==> src/core/qaw_pkg.sv <==
// constants, types and field layouts of the q&a watchdog state registers
// assumes an upstream serial port that decodes frames into byte accesses
package qaw_pkg;

   // ****************************************
   // register offsets
   // ****************************************
   // offsets reach past 0x7f, so the address is a full byte
   localparam logic [7:0] QAW_OFS_CONFIG   = 8'h47;
   localparam logic [7:0] QAW_OFS_STATUS   = 8'h77;
   localparam logic [7:0] QAW_OFS_QUESTION = 8'h80;
   localparam logic [7:0] QAW_OFS_ANSWER   = 8'h81;
   localparam logic [7:0] QAW_OFS_FAILCNT  = 8'h82;

   // ****************************************
   // field positions and reset values
   // ****************************************
   localparam int         QAW_CFG_DEBUG_BIT = 7;
   localparam int         QAW_CFG_OFF_BIT   = 6;
   localparam logic [2:0] QAW_PERIOD_RST    = 3'h4;
   localparam logic       QAW_OFF_RST       = 1'h0;
   localparam logic       QAW_DEBUG_RST     = 1'h0;
   localparam logic [1:0] QAW_FAILCNT_RST   = 2'h2;
   localparam logic [1:0] QAW_FAILCNT_LOAD  = 2'h2;
   localparam logic [2:0] QAW_CAUSE_RST     = 3'h0;
   localparam logic [2:0] QAW_CAUSE_RSVD    = 3'h5;

   // ****************************************
   // operating modes seen from mode control
   // ****************************************
   typedef enum logic [2:0] {
      QAW_MODE_NORMAL  = 3'h0,
      QAW_MODE_LISTEN  = 3'h1,
      QAW_MODE_STANDBY = 3'h2,
      QAW_MODE_SLEEP   = 3'h3,
      QAW_MODE_OTHER   = 3'h4
   } qaw_mode_e;

   // outcome of one evaluated trigger, moved as one word
   typedef struct packed {
      logic [2:0] trigger_position_field;
      logic       missed_trigger_flag;
      logic       early_trigger_flag;
   } qaw_trig_s;

   localparam qaw_trig_s QAW_TRIG_RST = '{3'h0, 1'h0, 1'h0};

   // configuration bits steering the watchdog core
   typedef struct packed {
      logic       wd_debug_enable;
      logic       wd_standby_off_ctrl;
      logic [2:0] wd_period_select;
   } qaw_cfg_s;

   localparam qaw_cfg_s QAW_CFG_RST = '{QAW_DEBUG_RST, QAW_OFF_RST, QAW_PERIOD_RST};

endpackage : qaw_pkg

==> src/core/qaw_regs.sv <==
// watchdog configuration and status registers of the q&a watchdog
// assumes byte accesses decoded by the serial port on the same clock,
// and event pulses from the watchdog core and mode control on clk
`timescale 1ns/1ns
`default_nettype none

module qaw_regs (
   // clock and reset
   input  wire logic                 clk,
   input  wire logic                 reset,
   // register access from the serial port
   input  wire logic [7:0]           reg_addr,
   input  wire logic                 reg_wr,
   input  wire logic                 reg_rd,
   input  wire logic [7:0]           reg_wdata,
   output var  logic [7:0]           reg_rdata,
   // mode and device state
   input  wire qaw_pkg::qaw_mode_e   mode_control,
   input  wire logic                 software_development_mode,
   input  wire logic                 rxd_int_pending,
   // events from the watchdog core
   input  wire logic                 fail_counter_increment_event,
   input  wire logic                 cause_load,
   input  wire logic [2:0]           cause_code,
   input  wire logic                 trig_eval,
   input  wire qaw_pkg::qaw_trig_s   trig_result,
   input  wire logic [7:0]           question_in,
   // steering towards the watchdog core
   output var  qaw_pkg::qaw_cfg_s    wd_cfg,
   output var  logic                 watchdog_held_reset_state,
   output var  logic [1:0]           fail_counter,
   output var  logic                 answer_strobe,
   output var  logic [7:0]           answer_value
);
   import qaw_pkg::*;

   // ****************************************
   // state
   // ****************************************
   qaw_cfg_s   cfg_r, cfg_nxt;
   qaw_trig_s  trig_r, trig_nxt;
   logic [2:0] cause_r, cause_nxt;
   logic [7:0] question_r, question_nxt;
   logic [1:0] fc_r, fc_nxt;
   logic [7:0] rdata_r, rdata_nxt;
   logic       held_r, held_nxt;
   logic       ans_stb_r, ans_stb_nxt;
   logic [7:0] ans_r, ans_nxt;
   qaw_mode_e  mode_prev_r;
   logic       sleep_entry;
   logic       wr_cfg, wr_fc, wr_ans;

   // decode of write targets
   assign wr_cfg = reg_wr && (reg_addr == QAW_OFS_CONFIG);
   assign wr_fc  = reg_wr && (reg_addr == QAW_OFS_FAILCNT);
   assign wr_ans = reg_wr && (reg_addr == QAW_OFS_ANSWER);

   // sleep entry only counts when coming from an active or standby mode
   assign sleep_entry = (mode_control == QAW_MODE_SLEEP) &&
                        ((mode_prev_r == QAW_MODE_NORMAL) ||
                         (mode_prev_r == QAW_MODE_LISTEN) ||
                         (mode_prev_r == QAW_MODE_STANDBY));

   // ****************************************
   // configuration register
   // ****************************************
   // the default reload is last so it beats a simultaneous host write
   always_comb begin
      cfg_nxt = cfg_r;
      if (wr_cfg) begin
         cfg_nxt.wd_debug_enable = reg_wdata[QAW_CFG_DEBUG_BIT] && software_development_mode;
         cfg_nxt.wd_standby_off_ctrl = reg_wdata[QAW_CFG_OFF_BIT];
         cfg_nxt.wd_period_select = reg_wdata[2:0];
      end
      if (!software_development_mode) begin
         cfg_nxt.wd_debug_enable = 1'h0;
      end
      if (fail_counter_increment_event || sleep_entry ||
          ((mode_control == QAW_MODE_STANDBY) && rxd_int_pending)) begin
         cfg_nxt.wd_standby_off_ctrl = QAW_OFF_RST;
      end
      if (fail_counter_increment_event || sleep_entry) begin
         cfg_nxt.wd_period_select = QAW_PERIOD_RST;
      end
   end

   // ****************************************
   // status, question and fail counter
   // ****************************************
   always_comb begin
      trig_nxt = trig_r;
      cause_nxt = cause_r;
      question_nxt = question_in;
      fc_nxt = fc_r;
      if (trig_eval) begin
         trig_nxt = trig_result;
      end
      if (cause_load && (cause_code != QAW_CAUSE_RSVD)) begin
         cause_nxt = cause_code;
      end
      if (wr_fc) begin
         fc_nxt = reg_wdata[1:0];
      end
      if (fail_counter_increment_event || sleep_entry) begin
         fc_nxt = QAW_FAILCNT_LOAD;
      end
   end

   // ****************************************
   // read data, answer strobe, hold state
   // ****************************************
   // reserved and unmapped bits read as zero
   always_comb begin
      rdata_nxt = rdata_r;
      if (reg_rd) begin
         case (reg_addr)
            QAW_OFS_CONFIG:   rdata_nxt = {cfg_r.wd_debug_enable, cfg_r.wd_standby_off_ctrl,
                                           3'h0, cfg_r.wd_period_select};
            QAW_OFS_STATUS:   rdata_nxt = {cause_r, trig_r};
            QAW_OFS_QUESTION: rdata_nxt = question_r;
            QAW_OFS_ANSWER:   rdata_nxt = 8'h00;
            QAW_OFS_FAILCNT:  rdata_nxt = {6'h00, fc_r};
            default:          rdata_nxt = 8'h00;
         endcase
      end
      ans_stb_nxt = wr_ans;
      ans_nxt = wr_ans ? reg_wdata : ans_r;
      held_nxt = cfg_r.wd_standby_off_ctrl && (mode_control == QAW_MODE_STANDBY) &&
                 !rxd_int_pending;
   end

   // registers, all outputs come from these
   always_ff @(posedge clk or posedge reset) begin
      if (reset) begin
         cfg_r       <= QAW_CFG_RST;
         trig_r      <= QAW_TRIG_RST;
         cause_r     <= QAW_CAUSE_RST;
         question_r  <= 8'h00;
         fc_r        <= QAW_FAILCNT_RST;
         rdata_r     <= 8'h00;
         held_r      <= 1'h0;
         ans_stb_r   <= 1'h0;
         ans_r       <= 8'h00;
         mode_prev_r <= QAW_MODE_OTHER;
      end else begin
         cfg_r       <= cfg_nxt;
         trig_r      <= trig_nxt;
         cause_r     <= cause_nxt;
         question_r  <= question_nxt;
         fc_r        <= fc_nxt;
         rdata_r     <= rdata_nxt;
         held_r      <= held_nxt;
         ans_stb_r   <= ans_stb_nxt;
         ans_r       <= ans_nxt;
         mode_prev_r <= mode_control;
      end
   end

   assign wd_cfg                    = cfg_r;
   assign watchdog_held_reset_state = held_r;
   assign fail_counter              = fc_r;
   assign answer_strobe             = ans_stb_r;
   assign answer_value              = ans_r;
   assign reg_rdata                 = rdata_r;
endmodule : qaw_regs

`default_nettype wire

==> config.mk <==
export PLATFORM = sky130hd
export DESIGN_NAME = qaw_regs
export DESIGN_NICKNAME = d
export VERILOG_FILES = /design/src/core/qaw_pkg.sv /design/src/core/qaw_regs.sv
export SDC_FILE = /design/constraint.sdc
export NUM_CORES = 1
export LEC_CHECK = 0
export BUFFER_PORTS_ARGS = -buffer_cell sky130_fd_sc_hd__buf_2
export CORE_MARGIN = 10
export CORE_UTILIZATION = 45
export CTS_BUF_LIST = sky130_fd_sc_hd__clkbuf_8 sky130_fd_sc_hd__clkbuf_16
export CTS_CLUSTER_DIAMETER = 50
export DETAILED_ROUTE_END_ITERATION = 8
export GPL_TIMING_DRIVEN = 0
export PLACE_DENSITY = 0.73
export REMOVE_ABC_BUFFERS = 1
export SLEW_MARGIN = 30
export SYNTH_ARGS = -nofsm -noshare
export SYNTH_HDL_FRONTEND = slang
export SYNTH_SLANG_ARGS = --single-unit
==> constraint.sdc <==
create_clock -name clk -period 2.9 [get_ports clk]
set_input_delay 0 -clock clk [delete_from_list [all_inputs] [get_ports clk]]
set_output_delay 0 -clock clk [all_outputs]
set_load 0.02 [all_outputs]
==> results_dict.tcl <==
set metrics [dict create \
    grt_first_pass_wirelength_um 8830 \
    yosysUniqueCellTypes 43 \
    path_depth 5 \
    clk_latency_ns 0.30 \
    synth_edf_count 0 \
    syn_area_mm2 0.00195 \
    wl_met3_um 321 \
    antenna_found_initial 0 \
    min-delay-start "trig_eval" \
    grt.overflow.total 0 \
    slew_headroom 0.418 \
    cts_buffer_depth 2 \
    synth_ff_type "dfrtp_1" \
    hold_path_class "in -> reg" \
    ys.warnings.count 0 \
    synth.area.top_cells "dfrtp_1, mux2_1, dfstp_2, mux2_2, a31oi_1" \
    critical-path-max-stage-delay_ns 0.49 \
    rr_worst_depth 3 \
    synth.avg_cell_area_um2 11.9 \
    critical_path_class "in -> reg" \
    r2r-end "cause_r[0]" \
    cts-htree-levels 2 \
    ys_seq_area_frac 0.566 \
    cts-buffers-inserted 5 \
    switching_share 0.242 \
    dr.pass1.iters 5 \
    critPathTopFamily "simple AND/OR/NAND/NOR gates" \
    place_hpwl_um 3790 \
    synthArstFlopShare 1.00 \
    wl_met1_um 2150 \
    peakVddDrop_mv 0.281 \
    tightest_slew_ns 0.871 \
    ant_nets 0 \
    worstPathMaxFanout 9 \
    finalWeightedCongestion 0.826 \
    crit_slowest_cell "nor4b_2" \
    arrival_ns 1.68 \
    reg2reg_slack_ns 1.67 \
    met2_wirelength_um 2870 \
    clk_pin_slew_ns 0.08 \
    stdcell_count 314 \
    cp-end-kind "flop" \
    hold_end "trig_r[2]" \
    reg2reg_from "cause_r[0]" \
    cp_cell_sequence "buf_2 > nor4b_2 > buf_4 > and3_1 > mux2_1" \
    drive_gt1_frac 0.360 \
    skew_ns 0.00608 \
    critical_path_required_ns 3.09 \
    setup_viol 0 \
    syn_to_final_growth_pct 41.7 \
    synth_top_cell_by_area "dfrtp_1" \
    wl_per_cell_um 17.4 \
    wirelength_um 5460 \
    cts-root-buf "clkbuf_8" \
    status "complete, no violations" \
    via_per_inst 5.52 \
    initial_utilization 0.478 \
    cts_resized 0 \
    start_kind "primary input" \
    antenna_cells 0 \
    switchingPower_mw 0.317 \
    dp_worst_setup_slack_ns 1.13 \
    power_density_mw_per_mm2 473 \
    rsz0062_at_grt "no" \
    die_x_um 85.9 \
    nets 307 \
    fin_hold_ws_ns 0.0270 \
    fmax_ghz 0.670 \
    clkPwrFrac 0.353 \
    seq_power_share 0.505 \
    die_area_mm2 0.00737 \
    path_buf_inv 2 \
    place_inst 275 \
    row_count 23 \
    drv_cap 0 \
    hold_violations 0 \
    period_minus_slack_ns 1.49 \
    p_leak_nw 1.31 \
    die_h_um 85.9 \
    core_mm2 0.00409 \
    finalCritPeriodShare 0.515 \
    drv_slew 0 \
    synth_top_area_frac 0.526 \
    hold_depth 2 \
    cts_tree "yes" \
    grtUsageTotal 0.149 \
    io_pins 69 \
    grt_max_degree 24 \
    vias 1733 \
    synth-seq-cells 44 \
    syn_inst 164 \
    clock-sinks 44 \
    initialDrtViolationCount 122 \
    io_buffers 68 \
    routed.top_layer "met4" \
    drc 0 \
    intPower_mw 0.992 \
    power_frac_comb 0.142 \
    first_global_vias 1752 \
    final.setup.worst_slack_ns 1.41 \
    fin_tns_setup_ns 0 \
]
==> synth_stat cells, types with 2 or more instances <==
library cell / instances
nand2_1: 3
nor2b_1: 3
mux2_2: 7
a31oi_1: 10
nor3b_1: 5
dfstp_2: 3
nor4_1: 2
dfrtp_1: 41
nand4_1: 7
nand3_1: 9
o31ai_1: 4
nand2b_1: 2
inv_1: 4
and3_1: 6
and2_1: 2
a21oi_1: 7
o211ai_1: 5
nor2_1: 8
mux2_1: 8
buf_2: 5
==> layout by cell type (no fill, tap or decap), types with 2 or more instances in the layout <==
cell type	Yosys	layout
inv_1	4	3
a21oi_1	7	7
nand2_1	3	3
buf_2	5	68
mux2_2	7	7
o31ai_1	4	4
nor2b_1	3	3
nor4_1	2	2
and2_1	2	2
dfrtp_1	41	41
nor4b_2	1	2
clkbuf_8	0	5
nand4_1	7	7
dfstp_2	3	3
o211ai_1	5	5
and3_1	6	6
nor2_1	8	8
a31oi_1	10	10
nand2b_1	2	2
mux2_1	8	8
dlygate4sd3_1	0	31
nand3_1	9	9
nor3b_1	5	5
==> worst reg2reg max path, stage by stage (launching register included) <==
cell and delay, ns:
dfrtp_1 0.40, a21oi_1 0.12, a21oi_1 0.05, dlygate4sd3_1 0.55
==> sequential cells by signal (all words and copies together), names as in the netlist <==
name                       cells
answer_strobe                  1
reg_rdata                      8
cause_r                        3
answer_value                   8
question_r                     8
fail_counter                   2
trig_r                         5
mode_prev_r                    3
wd_cfg                         5
watchdog_held_reset_state      1
==> cells by family (layout without fill, tap and decap cells) <==
family / after synthesis / count (layout) / share of synthesized area
compound gates: 33 / 33 / 0.117
mux: 15 / 15 / 0.0865
simple gates: 59 / 59 / 0.197
buf+inv: 13 / 113 / 0.0340
flops: 44 / 44 / 0.566
==> power by group through the flow <==
stage | clock, mW | sequential (mW) | combinational [mW]
detailed placement | 0 | 0.673 | 0.152
finish | 0.462 | 0.661 | 0.186
CTS | 0.473 | 0.661 | 0.186
global route | 0.499 | 0.666 | 0.205
global placement | 0 | 0.672 | 0.144
floorplan | 0 | 0.686 | 0.0563
==> worst max-delay path by stage <==
stage | from | slack, ns | endpoint
after CTS | reg_addr[2] | 1.42 | answer_value[5]
after global placement | reg_addr[2] | 0.25 | answer_value[4]
final | reg_addr[2] | 1.41 | answer_value[7]
after detailed placement | reg_addr[2] | 1.13 | answer_value[5]
after global routing | reg_addr[2] | 1.29 | answer_value[7]
after floorplan | reg_addr[2] | 0.99 | answer_value[0]
==> layout make-up <==
class                           instances  area, um2
Multi-Input combinational cell        107        787
Inverter                                4       15.0
Tap cell                               50       62.6
Timing Repair Buffer                  101        686
Clock buffer                            5       68.8
Fill cell                             324       1320
Clock inverter                          3       42.5
Sequential cell                        44       1100
==> per-stage QoR <==
step                      utilization  power (mW)  area (um2)
after detailed placement        0.574       0.825        2340
after floorplan                     -       0.743        1900
after global placement          0.564       0.816        2300
final                           0.677        1.31        2770
after CTS                       0.677        1.32        2770
after global routing            0.677        1.37        2770
==> timing repair <==
action                    4_1_cts  5_1_grt
buffers inserted                0        0
hold endpoints to repair       52        0
hold buffers                   31        0
==> metal layers <==
layer  GRT usage  vias to the layer above
met5           0                        -
met3      0.0577                       14
met4      0.0494                        0
met1       0.159                      856
met2       0.264                       49
li1            -                      814
Note: power is estimated with default switching activity, not from simulation.
